==> src/core/cam_inq_pkg.sv <==
// package for the camera capability inquiry register bank
// assumes quadlet (32-bit) register access from a 1394 link layer
package cam_inq_pkg;

   // ==========================================================
   // address map
   localparam logic [31:0] CMD_BASE = 32'hf0f00000;
   localparam logic [11:0] OFF_INIT = 12'h000;
   localparam logic [11:0] OFF_FMT = 12'h100;
   localparam logic [11:0] OFF_MODE_F0 = 12'h180;
   localparam logic [11:0] OFF_MODE_F1 = 12'h184;
   localparam logic [11:0] OFF_MODE_F2 = 12'h188;
   localparam logic [11:0] OFF_MODE_RSV_LO = 12'h18c;
   localparam logic [11:0] OFF_MODE_RSV_HI = 12'h197;
   localparam logic [11:0] OFF_MODE_F6 = 12'h198;
   localparam logic [11:0] OFF_MODE_F7 = 12'h19c;
   localparam logic [11:0] OFF_RATE_F0M0 = 12'h200;
   localparam logic [11:0] OFF_RATE_F0M1 = 12'h204;
   localparam logic [11:0] OFF_RATE_F0M2 = 12'h208;
   localparam logic [11:0] OFF_RATE_F0M3 = 12'h20c;
   localparam logic [11:0] OFF_RATE_F0M4 = 12'h210;

   // ==========================================================
   // field layout (bit 0 is the msb of the quadlet)
   localparam int INIT_BIT = 31;
   localparam logic [7:0] MASK_FMT = 8'hc7;
   localparam logic [7:0] MASK_MODE_F0 = 8'h7f;
   localparam logic [7:0] MASK_FULL = 8'hff;
   localparam logic [7:0] MASK_RATE_F0M0 = 8'hfc;

   // ==========================================================
   // default capabilities, documented bit order, index k = bit k
   localparam logic [7:0] DEF_FMT = 8'h87;
   localparam logic [7:0] DEF_MODE_F0 = 8'h7f;
   localparam logic [7:0] DEF_MODE_FX = 8'hff;
   localparam logic [7:0] DEF_RATE = 8'hff;

   // ==========================================================
   // 1394 response codes
   localparam logic [3:0] RCODE_COMPLETE = 4'h0;
   localparam logic [3:0] RCODE_ADDR_ERR = 4'h7;
   localparam logic [31:0] RESET_DATA = 32'h00000000;

   // ==========================================================
   // initialisation timing
   localparam int CLK_MHZ = 20;
   localparam int INIT_TIME_NS = 1000;
   localparam int INIT_CYCLES_I = (INIT_TIME_NS * CLK_MHZ) / 1000;
   localparam logic [7:0] INIT_CYCLES = 8'(INIT_CYCLES_I);

   typedef enum logic [0:0] {ST_IDLE, ST_INIT} initState_t;

endpackage : cam_inq_pkg

==> src/core/inquiry_word.sv <==
// one inquiry quadlet built from eight capability flags
// assumes flags are given in documented order, index k is bit k
`timescale 1ns/1ps
module inquiry_word (
   input wire logic [7:0] flags,
   input wire logic [7:0] mask,
   output logic [31:0] quad
);

   // ==========================================================
   // flag k lands at quadlet bit 31-k, low 24 bits always zero
   for (genvar k = 0; k < 8; k++) begin : g_bit
      assign quad[31-k] = flags[k] & mask[k];
   end
   assign quad[23:0] = 24'h000000;

endmodule : inquiry_word

==> src/core/camera_capability_inquiry_regs.sv <==
// camera initialise control and capability inquiry registers
// assumes a 1394 link layer on the same clock presents one quadlet
// request per cycle at most, lower 32 address bits only
`timescale 1ns/1ps

// Contract
// every register decodes at its offset above base f0f00000h
// writing one to msb of offset 000h starts a full initialisation
// offset 100h bits 0..2 flag the three basic formats
// format bits 3..5 and 8..31 reserved; 6 still, 7 partial image
// 180h flags format 0 modes 0..6; bit 7 and up read zero
// 184h and 188h flag formats 1 and 2 modes 0..7
// offsets 18ch to 197h and still modes at 198h read zero
// 19ch flags partial image modes 0..7, upper bits zero
// rate registers from 200h flag eight rates in bits 0..7
// format 0 mode 0 lacks two slow rates; modes 1..4 all
// register set follows the standard camera set, noted deviations
// bit 0 is the most significant bit of each quadlet
// inquiry registers are read only; writes change nothing
module camera_capability_inquiry_regs #(
   parameter logic [7:0] FMT_CAPS = cam_inq_pkg::DEF_FMT,
   parameter logic [7:0] MODE_F0_CAPS = cam_inq_pkg::DEF_MODE_F0,
   parameter logic [7:0] MODE_F1_CAPS = cam_inq_pkg::DEF_MODE_FX,
   parameter logic [7:0] MODE_F2_CAPS = cam_inq_pkg::DEF_MODE_FX,
   parameter logic [7:0] MODE_F7_CAPS = cam_inq_pkg::DEF_MODE_FX,
   parameter logic [7:0] RATE_F0M0_CAPS = cam_inq_pkg::DEF_RATE,
   parameter logic [7:0] RATE_F0M1_CAPS = cam_inq_pkg::DEF_RATE,
   parameter logic [7:0] RATE_F0M2_CAPS = cam_inq_pkg::DEF_RATE,
   parameter logic [7:0] RATE_F0M3_CAPS = cam_inq_pkg::DEF_RATE,
   parameter logic [7:0] RATE_F0M4_CAPS = cam_inq_pkg::DEF_RATE
) (
   input wire logic clk,
   input wire logic nrst,
   input wire logic ce,
   input wire logic reqValid,
   input wire logic reqWrite,
   input wire logic [31:0] reqAddr,
   input wire logic [31:0] reqWrData,
   output logic respValid_q,
   output logic [3:0] respCode_q,
   output logic [31:0] respData_q,
   output logic initActive_q
);

   // ==========================================================
   // reset synchroniser, kept free of ce so release is never lost
   logic rstMeta_q;
   logic rstN;

   always_ff @(posedge clk or negedge nrst) begin
      if (!nrst) begin
         rstMeta_q <= 1'b0;
         rstN <= 1'b0;
      end else begin
         rstMeta_q <= 1'b1;
         rstN <= rstMeta_q;
      end
   end

   // ==========================================================
   // inquiry quadlets
   logic [31:0] qFmt;
   logic [31:0] qModeF0;
   logic [31:0] qModeF1;
   logic [31:0] qModeF2;
   logic [31:0] qModeF7;
   logic [31:0] qRate [5];
   logic [7:0] rateCaps [5];
   logic [7:0] rateMask [5];

   // mode 0 of format 0 has no 1.875 and 3.75 fps
   assign rateCaps[0] = RATE_F0M0_CAPS;
   assign rateCaps[1] = RATE_F0M1_CAPS;
   assign rateCaps[2] = RATE_F0M2_CAPS;
   assign rateCaps[3] = RATE_F0M3_CAPS;
   assign rateCaps[4] = RATE_F0M4_CAPS;
   assign rateMask[0] = cam_inq_pkg::MASK_RATE_F0M0;
   assign rateMask[1] = cam_inq_pkg::MASK_FULL;
   assign rateMask[2] = cam_inq_pkg::MASK_FULL;
   assign rateMask[3] = cam_inq_pkg::MASK_FULL;
   assign rateMask[4] = cam_inq_pkg::MASK_FULL;

   // reserved format bits 3..5 are masked off
   inquiry_word uFmt (
      .flags(FMT_CAPS),
      .mask(cam_inq_pkg::MASK_FMT),
      .quad(qFmt)
   );
   inquiry_word uModeF0 (
      .flags(MODE_F0_CAPS),
      .mask(cam_inq_pkg::MASK_MODE_F0),
      .quad(qModeF0)
   );
   inquiry_word uModeF1 (
      .flags(MODE_F1_CAPS),
      .mask(cam_inq_pkg::MASK_FULL),
      .quad(qModeF1)
   );
   inquiry_word uModeF2 (
      .flags(MODE_F2_CAPS),
      .mask(cam_inq_pkg::MASK_FULL),
      .quad(qModeF2)
   );
   inquiry_word uModeF7 (
      .flags(MODE_F7_CAPS),
      .mask(cam_inq_pkg::MASK_FULL),
      .quad(qModeF7)
   );

   // one rate word per format 0 mode 0..4; modes 5 and 6 have none
   for (genvar m = 0; m < 5; m++) begin : g_rate
      inquiry_word uRate (
         .flags(rateCaps[m]),
         .mask(rateMask[m]),
         .quad(qRate[m])
      );
   end

   // ==========================================================
   // address decode and read mux
   logic inBase;
   logic [11:0] offs;
   logic hit;
   logic [31:0] rdData;
   logic initWr;

   assign inBase = reqAddr[31:12] == cam_inq_pkg::CMD_BASE[31:12];
   assign offs = reqAddr[11:0];

   // unknown offsets answer an address error, never fake data
   always_comb begin
      hit = 1'b1;
      rdData = 32'h00000000;
      if (!inBase || offs[1:0] != 2'h0) begin
         hit = 1'b0;
      end else if (offs >= cam_inq_pkg::OFF_MODE_RSV_LO &&
                   offs <= cam_inq_pkg::OFF_MODE_RSV_HI) begin
         rdData = 32'h00000000;
      end else begin
         case (offs)
            cam_inq_pkg::OFF_INIT: rdData = {initActive_q, 31'h0};
            cam_inq_pkg::OFF_FMT: rdData = qFmt;
            cam_inq_pkg::OFF_MODE_F0: rdData = qModeF0;
            cam_inq_pkg::OFF_MODE_F1: rdData = qModeF1;
            cam_inq_pkg::OFF_MODE_F2: rdData = qModeF2;
            cam_inq_pkg::OFF_MODE_F6: rdData = 32'h00000000;
            cam_inq_pkg::OFF_MODE_F7: rdData = qModeF7;
            cam_inq_pkg::OFF_RATE_F0M0: rdData = qRate[0];
            cam_inq_pkg::OFF_RATE_F0M1: rdData = qRate[1];
            cam_inq_pkg::OFF_RATE_F0M2: rdData = qRate[2];
            cam_inq_pkg::OFF_RATE_F0M3: rdData = qRate[3];
            cam_inq_pkg::OFF_RATE_F0M4: rdData = qRate[4];
            default: hit = 1'b0;
         endcase
      end
   end

   assign initWr = reqValid && reqWrite && hit &&
                   offs == cam_inq_pkg::OFF_INIT &&
                   reqWrData[cam_inq_pkg::INIT_BIT];

   // ==========================================================
   // response, one cycle after each request taken while ce is high
   // writes to inquiry offsets complete but store nothing
   always_ff @(posedge clk or negedge rstN) begin
      if (!rstN) begin
         respValid_q <= 1'b0;
         respCode_q <= cam_inq_pkg::RCODE_COMPLETE;
         respData_q <= cam_inq_pkg::RESET_DATA;
      end else if (ce) begin
         respValid_q <= reqValid;
         if (reqValid) begin
            respCode_q <= hit ? cam_inq_pkg::RCODE_COMPLETE
                              : cam_inq_pkg::RCODE_ADDR_ERR;
            respData_q <= (reqWrite || !hit) ? 32'h00000000 : rdData;
         end
      end
   end

   // ==========================================================
   // initialisation sequencer; a new request while busy is ignored
   // rather than restarting, so the pulse lasts INIT_CYCLES cycles with ce high unless reset ends it early
   cam_inq_pkg::initState_t state_q;
   logic [7:0] initCnt_q;

   always_ff @(posedge clk or negedge rstN) begin
      if (!rstN) begin
         state_q <= cam_inq_pkg::ST_IDLE;
         initCnt_q <= 8'h00;
         initActive_q <= 1'b0;
      end else if (ce) begin
         case (state_q)
            cam_inq_pkg::ST_IDLE: begin
               if (initWr) begin
                  state_q <= cam_inq_pkg::ST_INIT;
                  initCnt_q <= cam_inq_pkg::INIT_CYCLES - 8'h01;
                  initActive_q <= 1'b1;
               end
            end
            cam_inq_pkg::ST_INIT: begin
               if (initCnt_q == 8'h00) begin
                  state_q <= cam_inq_pkg::ST_IDLE;
                  initActive_q <= 1'b0;
               end else begin
                  initCnt_q <= initCnt_q - 8'h01;
               end
            end
            default: begin
               state_q <= cam_inq_pkg::ST_IDLE;
               initActive_q <= 1'b0;
            end
         endcase
      end
   end

   logic rdReq;
   logic [7:0] actLen_q;
   assign rdReq = reqValid && !reqWrite && inBase;

   // helper: length of the current initialisation pulse
   always_ff @(posedge clk or negedge rstN) begin
      if (!rstN) begin
         actLen_q <= 8'h00;
      end else if (ce) begin
         actLen_q <= initActive_q ? actLen_q + 8'h01 : 8'h00;
      end
   end
endmodule : camera_capability_inquiry_regs

==> config.mk <==
export PLATFORM = sky130hd
export DESIGN_NAME = camera_capability_inquiry_regs
export DESIGN_NICKNAME = d
export VERILOG_FILES = /design/src/core/cam_inq_pkg.sv /design/src/core/inquiry_word.sv /design/src/core/camera_capability_inquiry_regs.sv
export SDC_FILE = /design/constraint.sdc
export NUM_CORES = 1
export LEC_CHECK = 0
export BUFFER_PORTS_ARGS = -buffer_cell sky130_fd_sc_hd__buf_2
export CORE_MARGIN = 2
export CORE_UTILIZATION = 32
export CTS_BUF_LIST = sky130_fd_sc_hd__clkbuf_4
export CTS_CLUSTER_SIZE = 40
export DETAILED_ROUTE_END_ITERATION = 10
export PLACE_DENSITY = 0.69
export SLEW_MARGIN = 20
export SYNTH_ARGS = -nofsm -noshare
export SYNTH_HDL_FRONTEND = slang
export SYNTH_SLANG_ARGS = --single-unit
==> constraint.sdc <==
create_clock -name clk -period 0.8 [get_ports clk]
set_input_delay 0.16 -clock clk [delete_from_list [all_inputs] [get_ports clk]]
set_output_delay 0.16 -clock clk [all_outputs]
set_load 0.02 [all_outputs]
After elaboration in Yosys (flattened, before gate mapping) --
Cells that the tools add are included. W data, S select, Z words.
Operators by class: add/sub/neg operators 1, magnitude comparators 2, eq/ne operators 15, mux-type cells 17, bitwise operators 1, reduce and logical (&&, ||, !) cells 17
Operator list (number):
- $pmux W32 S5 | 1
- $mux W32 | 3
- $eq A12 B9 Y1 const B | 6
- $eq A12 B10 Y1 const B | 5
- $eq A20 B20 Y1 const B | 1
- $mux W8 | 2
- $pmux W8 S2 | 1
- $ge A12 B9 Y1 const B | 1
- $le A12 B9 Y1 const B | 1
- $logic_not A12 Y1 | 1
- $reduce_or A12 Y1 | 1
- $logic_not A8 Y1 | 1
- $sub A8 B1 Y8 const B | 1
- $mux W1 | 7
- $reduce_or A7 Y1 | 1
- $reduce_and A3 Y1 | 2
- $logic_and A1 B1 Y1 | 5
- $ne A2 B2 Y1 const B | 2
- $pmux W1 S2 | 2
- $mux W3 | 1
- $logic_not A1 Y1 | 2
- $logic_or A1 B1 Y1 | 2
- $ne A2 B1 Y1 const B | 1
- $reduce_and A2 Y1 | 1
- other kinds (2) | 2
Storage, ports and cells: register bits 49, output and inout bits 38, word-level logic and storage cells 61

Logic depth before layout (Yosys ltp) --
Gate-level depths: netlist of the first run.
depth after elaboration 10, mapped depth 6, depth with buffers taken out 6

Cells and area by module --
A second synthesis of the first run with hierarchy kept.
Second synthesis, totals: cells, all modules 870, area total of the unflattened synthesis 6850.3 um^2
By module, submodules not included:
- camera_capability_inquiry_regs | times used 1, cells each 540, area each 4510.6 um^2
- inquiry_word | times used 10, cells each 33, area each 234.0 um^2

Worst setup path after synthesis of the first run --
OpenSTA, ideal clock, no wires.
kind flip-flop to flip-flop, start point register initCnt_q[0], end point register initCnt_q[3], library setup time 126 ps, data arrival time 1782 ps, data required time 674 ps, setup slack -1108 ps, cell stages (with the launch flop) 7, clock period less this slack 1908 ps, cell sequence dfrtp_1 > inv_1 > ha_1 > nor4b_1 > a21oi_1 > and4_1 > a311o_1
Between the ends: longest elaborated chain between the ends 3, elaborated cells between the ends (all ways) 6, those cells by class add/sub: 1; eq/ne: 1; mux: 2; reduce/logical: 2
RTL lines:
- start: declaration | line camera_capability_inquiry_regs.sv:184 | logic [7:0] initCnt_q;
- start signal: assignment | line camera_capability_inquiry_regs.sv:196 | initCnt_q <= cam_inq_pkg::INIT_CYCLES - 8'h01;
- start signal: assignment | line camera_capability_inquiry_regs.sv:205 | initCnt_q <= initCnt_q - 8'h01;
- $sub A8 B1 Y8 or $logic_not A8 Y1 (tied branches) | line camera_capability_inquiry_regs.sv:205, camera_capability_inquiry_regs.sv:201
- $mux W8 or $ne A2 B2 Y1 (tied branches)
- $pmux W8 S2 or $reduce_and A3 Y1 (tied branches)
Several ways; a longest one is shown, not always the timed one. The select of a mux whose other input is x is not followed. A chain may end at the register's enable or synchronous reset.

Worst setup path after layout of the first run --
start point register initCnt_q[1], end point register initCnt_q[2]
Same word-level chain as after synthesis.

==> impl_results.md, run 1 <==
* Status: complete, but fails checks
* Failing checks: setup timing
* Filler cells at 421
* Pwr dens at 796 nW/um^2
* HPWL after DPL at approximately 3300 um
* Worst-Skew Late Latency at 0.30 ns
* Final wirelength at 4400 um
* Final Net Count at ~360
* Vias at ~1.6k
* Clock tree buffer depth at 2
* Synthesized flop and latch total at 19
* Final instance area at ~2500 um^2
* Synth Cell Area at about 1600 um^2
* Core area at 4690 um^2
* DR DRC count at 0
* Fmax achieved at 616 MHz
* Number of unique standard cell types used by synthesis at 48
* Share of cells above drive strength 1 at 0.570
* CTS clk-pin slew, worst paths at 0.11 ns
* Top post-synthesis cells by area: dfrtp_1 (31%), buf_4 (14%), nor4_4 (4.1%), nand2_1 (3.6%), a211oi_1 (2.4%)
* Unrepaired setup endpoints after global routing: true
* Reg2reg setup slack at -0.82 ns
* Routed WL per cell at 13.0 um
* Final Hold Viols at 0
* Max Cap Viol at 0
* Vias in the first global route at 1588
* Static Leakage at between 1 and 1.5 nW
* Maximum net fanout on the critical path at 3
* Total die area at 5430 um^2
* Post-Synthesis Cells at 175
* Ports at 107
* Largest net degree at the start of global routing at 11
* H-tree levels at 1
* Inserted Clock Buffers at 3
* Global-route wire length before repair at 7200 um
* Finished Core Util at 0.541
* Drt first pass iters at 4
* Starting Density at 0.331
* Row Count at 25
* Final min period at 1.62 ns
* DRT iter0 DRCs at 58
* Area delta synth->final at 63.2%
* Startpoint Class: register
* Vias per std cell at 4.81
* Antenna viol nets, final at 0
* Setup violators final at 29
* Total grt overflow at 0
* Synth warn at 0
* Critical path class: reg -> reg
* Register area share after synthesis at 0.306
* TNS Setup at -14.77 ns
* Final Cycle Share at 2.03
* Max Slew Vio Count at 0
* GRT Overall Usage at 0.170
* Peak VDD IR at 0.000610 V
* CP Capture Type: register
* Sink Count at 19
* Max Clock Skew at 0.00382 ns
* Hold Crit Class: in -> reg
* Die H at 73.7 um
* Setup ws final at -0.823 ns
* Pre-CTS setup slack at -1.12 ns
* Synth top area share at 0.306
* CTS tree: done
* Hold WS at 0.0817 ns
* WP data required at 1.00 ns
* Diode count at 0
* Die width at 73.7 um
* RePlAce Congestion at between 0.8 and 0.9
* Placed cell area at 2140 um^2
* Leading area contributor after synthesis: dfrtp_1
* Arr. time, crit path at 1.82 ns
* Syn_area_per_cell at 8.88 um^2
* Antenna violations before repair at 0
* Root buffer cell: clkbuf_4
* Port buffer count at 50
flip-flops by register name, indices dropped and copies added, names as in the netlist:
register,cells
initCnt_q,8
state_q,1
rstMeta_q,1
rstN,1
initActive_q,1
respData_q,5
respCode_q,1
respValid_q,1
critical path, cell delays in order (launching register included):
cell and delay (ns):
dfrtp_1 0.40, inv_2 0.11, ha_4 0.15, nor4b_4 0.27, a211oi_1 0.12, a211o_1 0.24
a31o_2 0.22
timing repair:
action	in CTS	in global routing
hold buffers	1	0
gates resized for setup	61	8
buffers inserted	6	6
cloned	0	0
endpoints found under the hold margin	2	0
setup endpoints to repair	29	29
pin swaps	14	8
metrics by stage:
stage / instances / power, mW
floorplan: 199 / 1.32
global placement: 322 / 1.45
detailed placement: 322 / 1.45
CTS: 333 / 2.02
global route: 338 / 2.14
finish: 338 / 2.02
cell families after synthesis:
family,after synthesis,share of synthesized area
multiplexers,3,0.0193
other,2,0.00483
flip-flops,19,0.306
AND/OR/NAND/NOR,65,0.286
AO/OA/AOI/OAI,40,0.181
adder cells (fa/ha/maj),2,0.0161
XOR/XNOR,1,0.00564
buffers and inverters,43,0.181
routing by layer:
layer	track usage	vias up	share of wire
met3	0.0288	6	0.031
met5	0	-	0
met1	0.218	768	0.45
li1	-	810	-
met4	0.0485	0	0.013
met2	0.293	42	0.50
layout make-up:
type / count / area [um^2] / share of cell area
Inverter: 8 / 30.0 / 0.0118
Sequential cell: 19 / 482 / 0.190
Multi-Input combinational cell: 137 / 1070 / 0.422
Timing Repair Buffer: 116 / 857 / 0.338
Clock buffer: 4 / 30.0 / 0.0118
Tap cell: 54 / 67.6 / 0.0266
worst paths after layout:
kind | from | end | cells past startpoint
max | initCnt_q[1] | initCnt_q[2] | 6
min | ce | respValid_q | 2
max reg2reg | initCnt_q[1] | initCnt_q[2] | 6
min reg2reg | rstN | initCnt_q[1] | 1
max in group asynchronous | rstN | respData_q[28] | 1
min in group asynchronous | nrst | rstMeta_q | 2
where the power goes:
group	total, mW	switching (mW)	leakage, nW	internal (mW)
clock	0.538	0.310	0.0184	0.228
sequential	0.975	0.00501	0.233	0.970
combinational	0.507	0.292	0.923	0.216
total	2.02	0.606	1.17	1.41
synth_stat cells, drive strengths merged:
library cell / number
nor4b: 4
conb: 2
o32ai: 1
nand2: 15
o31ai: 1
and4: 2
buf: 32
a31oi: 3
or3: 1
or3b: 2
nand3b: 3
or4: 3
clkbuf: 3
o211ai: 1
ha: 2
o21a: 2
a21oi: 6
o31a: 1
mux2i: 3
o41ai: 1
nor4: 7
nand2b: 4
nand4: 3
a311o: 2
o21ai: 6
inv: 8
a221oi: 2
a22oi: 2
nor2: 10
a211oi: 5
or4b: 1
nand3: 4
dfrtp: 19
a21boi: 2
xnor2: 1
a21o: 2
a211o: 1
nor3b: 1
or2: 1
nor3: 2
a31o: 2
nand4b: 2
layout by cell type, fill, tap and decap left out, drive strengths merged, types with 3 or more instances in the layout:
cell    netlist  routed
buf          32     115
conb          2      26
dfrtp        19      19
nand2        15      15
nor2         10      10
inv           8       8
nor4          7       7
o21ai         6       6
a21oi         6       6
a211oi        5       5
nand2b        4       4
clkbuf        3       4
nor4b         4       4
nand3         4       4
or4           3       3
a31oi         3       3
nand3b        3       3
mux2i         3       3
nand4         3       3
Power figures use the tool's default switching activity.
==> run 2, diff against run 1 <==
Settings changed: PLACE_DENSITY 0.69 to 0.54, SYNTH_HIERARCHICAL set to 1.
==> run 2 against run 1 <==
Against the previous run:
- the run still ends with setup timing left
- register-to-register slack improved by 0.08 ns
- final cell count rose to 4.3 times the previous value
- first-iteration DRC count rose to 4.8 times the previous value
- worst hold slack got worse by 0.040 ns
- global-route usage fell by 2.4 points
- worst setup slack got worse by 0.14 ns
- combinational power rose to 2.9 times the previous value
- clock power rose by 110%
- core utilization fell by 13 points
==> impl_results.md, run 2 <==
* Synth top area share at 0.267
* Most common cell after layout, fill and taps aside: conb_1
* Crit path from: reqAddr[10]
* CTS tree: done
* Vias at around 5.8k
* Area delta synth->final at 24.6%
* Slew HR at 0.522
* Post-synth EDFFs at 0
* Largest stage delay, worst path at 0.65 ns
* WP data required at roughly 1.1 ns
* Unrepaired setup endpoints after global routing: true
* Global-route wire length before repair at 26600 um
* Failing checks: setup timing
* Antenna violations before repair at 2
* H-tree levels at 2
* Crit path cell chain: buf_2 -> or4b_4 -> o31ai_4 -> a221oi_4 -> or4_4 -> a22oi_2
* Top-count cell post-synth: buf_4
* Peak VDD IR at 0.000407 V
* Diode count at 0
* Hold Path Sink: respCode_q[1]
* Share of cells above drive strength 1 at 0.228
* Startpoint Class: primary input
* Placed cell count at between 1k and 1.5k
* Vias in the first global route at 5253
* Largest net degree at the start of global routing at 38
* Syn_area_per_cell at 7.87 um^2
* Max Clock Skew at 0.0164 ns
* Finished Core Util at 0.406
* Inserted Clock Buffers at 5
* Vias per std cell at slightly below 4
* Worst path top cell family by delay: simple AND/OR/NAND/NOR gates
* Leading area contributor after synthesis: buf_4
* HPWL after DPL at ~13000 um
* Core area at 21000 um^2
* DRT iter0 DRCs at 280
* Row Count at 53
* Synth Cell Area at 6850 um^2
* Largest regs: respData_q: 32 flops, initCnt_q: 8 flops
* Final Net Count at 1257
* CTS clk-pin slew, worst paths at 0.14 ns
* Final Hold Viols at 0
* DR DRC count at 0
* Max Slew Vio Count at 0
* Hold_sp: reqValid
* R2r endpoint: initCnt_q[3]
* Max Cap Viol at 0
* Worst Hold Path Cells at 3
* Final instance area at 8530 um^2
* RePlAce Congestion at ~0.83
* Commonest cells in the netlist: buf_4 (244), and2_1 (82), nand2_1 (70)
* CP Capture Type: register
* Setup violators final at 59
* Port buffer count at 74
* Static Leakage at 3.93 nW
* Worst-Skew Late Latency at 0.37 ns
* Root buffer cell: clkbuf_4
* Cells on worst reg2reg path at 8
* Post-route insts no fill at 1462
* GRT Overall Usage at 0.146
* Status: complete, but fails checks
* Final wirelength at 16400 um
* Post-Synthesis Cells at 870
* Max reg flops at 32
* Slew @ Worst Pin at 0.717 ns
* Final min period at 1.76 ns
* Fmax achieved at 567 MHz
* Total grt overflow at 0
* CP bufs+invs at 1
* Pwr dens at 580 nW/um^2
* Drt first pass iters at 5
* Commonest cells after routing, fill and taps aside: conb_1 (402), buf_4 (119), and2_1 (82)
* Most common flop cell mapped by yosys: dfrtp_1
* Synth warn at 6
* Setup ws final at -0.965 ns
* Number of unique standard cell types used by synthesis at 59
* Total die area at ~23000 um^2
* Critical R2R Launch: initCnt_q[0]
* Die H at 150 um
* Crit-path slowest cell: or4_4
* Routed WL per cell at 11.2 um
* Ports at 107
* Antenna viol nets, final at 0
* Clock tree buffer depth at 2
* Sink Count at 46
* Arr. time, crit path at around 2.1 ns
* Synthesized flop and latch total at 46
* Final Cycle Share at 2.21
* Register area share after synthesis at 0.168
* Critical path class: in -> reg
* Top post-synthesis cells by area: buf_4 (27%), dfrtp_1 (17%), and2_1 (7.5%), a22oi_1 (5.5%), mux4_2 (5.3%)
* Async set or reset register ratio after synthesis at 1.00
* Starting Density at 0.326
* Maximum net fanout on the critical path at 8
* Top reg by flops: respData_q
* Placed cell area at 7950 um^2
* Hold Crit Class: in -> reg
* Reg2reg setup slack at -0.74 ns
* Die width at ~150 um
==> run 2: cell families after synthesis <==
family / share of synthesized area
buffers and inverters: 0.300
and+or+nand+nor: 0.218
AOI/OAI and AO/OA: 0.223
DFF: 0.168
muxes: 0.0809
other: 0.00657
adders and majority gates: 0.00365
==> run 2: power by group <==
| part | internal (mW) | switching, mW |
|---|---|---|
| logic | 0.675 | 0.807 |
| registers | 2.34 | 0.00637 |
| clock network | 0.328 | 0.795 |
| total | 3.34 | 1.61 |
==> run 2: cell type report <==
| type | count | area [um^2] |
|---|---|---|
| repair buffers | 205 | 1650 |
| flip-flops and latches | 46 | 1160 |
| well taps | 275 | 344 |
| inverters | 8 | 30.0 |
| clock inverters | 3 | 16.3 |
| clock buffers | 5 | 37.5 |
| multi-input cells | 920 | 5300 |
| fillers | 2206 | 12500 |
==> run 2: what timing repair did <==
action,CTS,global route
pin swaps,7,8
hold buffers,1,0
endpoints found under the hold margin,2,0
gates cloned,1,0
endpoints found under the setup margin,58,59
setup buffers,13,9
gates resized for setup,91,15
==> run 2: how the worst max path moves through the flow <==
stage / end / slack (ns) / cells after the start
after CTS: respData_q[18] / -0.96 / 7
after detailed placement: respData_q[31] / -1.39 / 7
after floorplan: respData_q[2] / -1.22 / 7
after global routing: respData_q[28] / -1.0 / 8
after global placement: respData_q[2] / -1.37 / 7
final: respData_q[2] / -0.96 / 6
==> run 2: routing by layer <==
layer	vias to the layer above	GRT usage	part of all wire
met5	-	0	0.0015
met4	4	0.0236	0.0084
met2	89	0.241	0.46
met1	2574	0.210	0.49
li1	3123	-	-
met3	13	0.0161	0.035
==> run 2: through the flow <==
stage | TNS [ns] | power [mW] | hold slack (ns) | setup slack [ns]
6_report | -29.09 | 4.95 | 0.0416 | -0.965
5_1_grt | -31.91 | 5.32 | 0.0670 | -0.996
4_1_cts | -28.93 | 4.94 | 0.0481 | -0.961
3_5_place_dp | -29.12 | 3.77 | -0.0402 | -1.39
3_3_place_gp | -29.17 | 3.77 | -0.0400 | -1.37
2_1_floorplan | -20.83 | 4.23 | -0.136 | -1.22
==> run 2: worst min-delay path, stage by stage <==
cell,delay [ns]
buf_2,0.09
a21oi_1,0.05
nor2_1,0.08
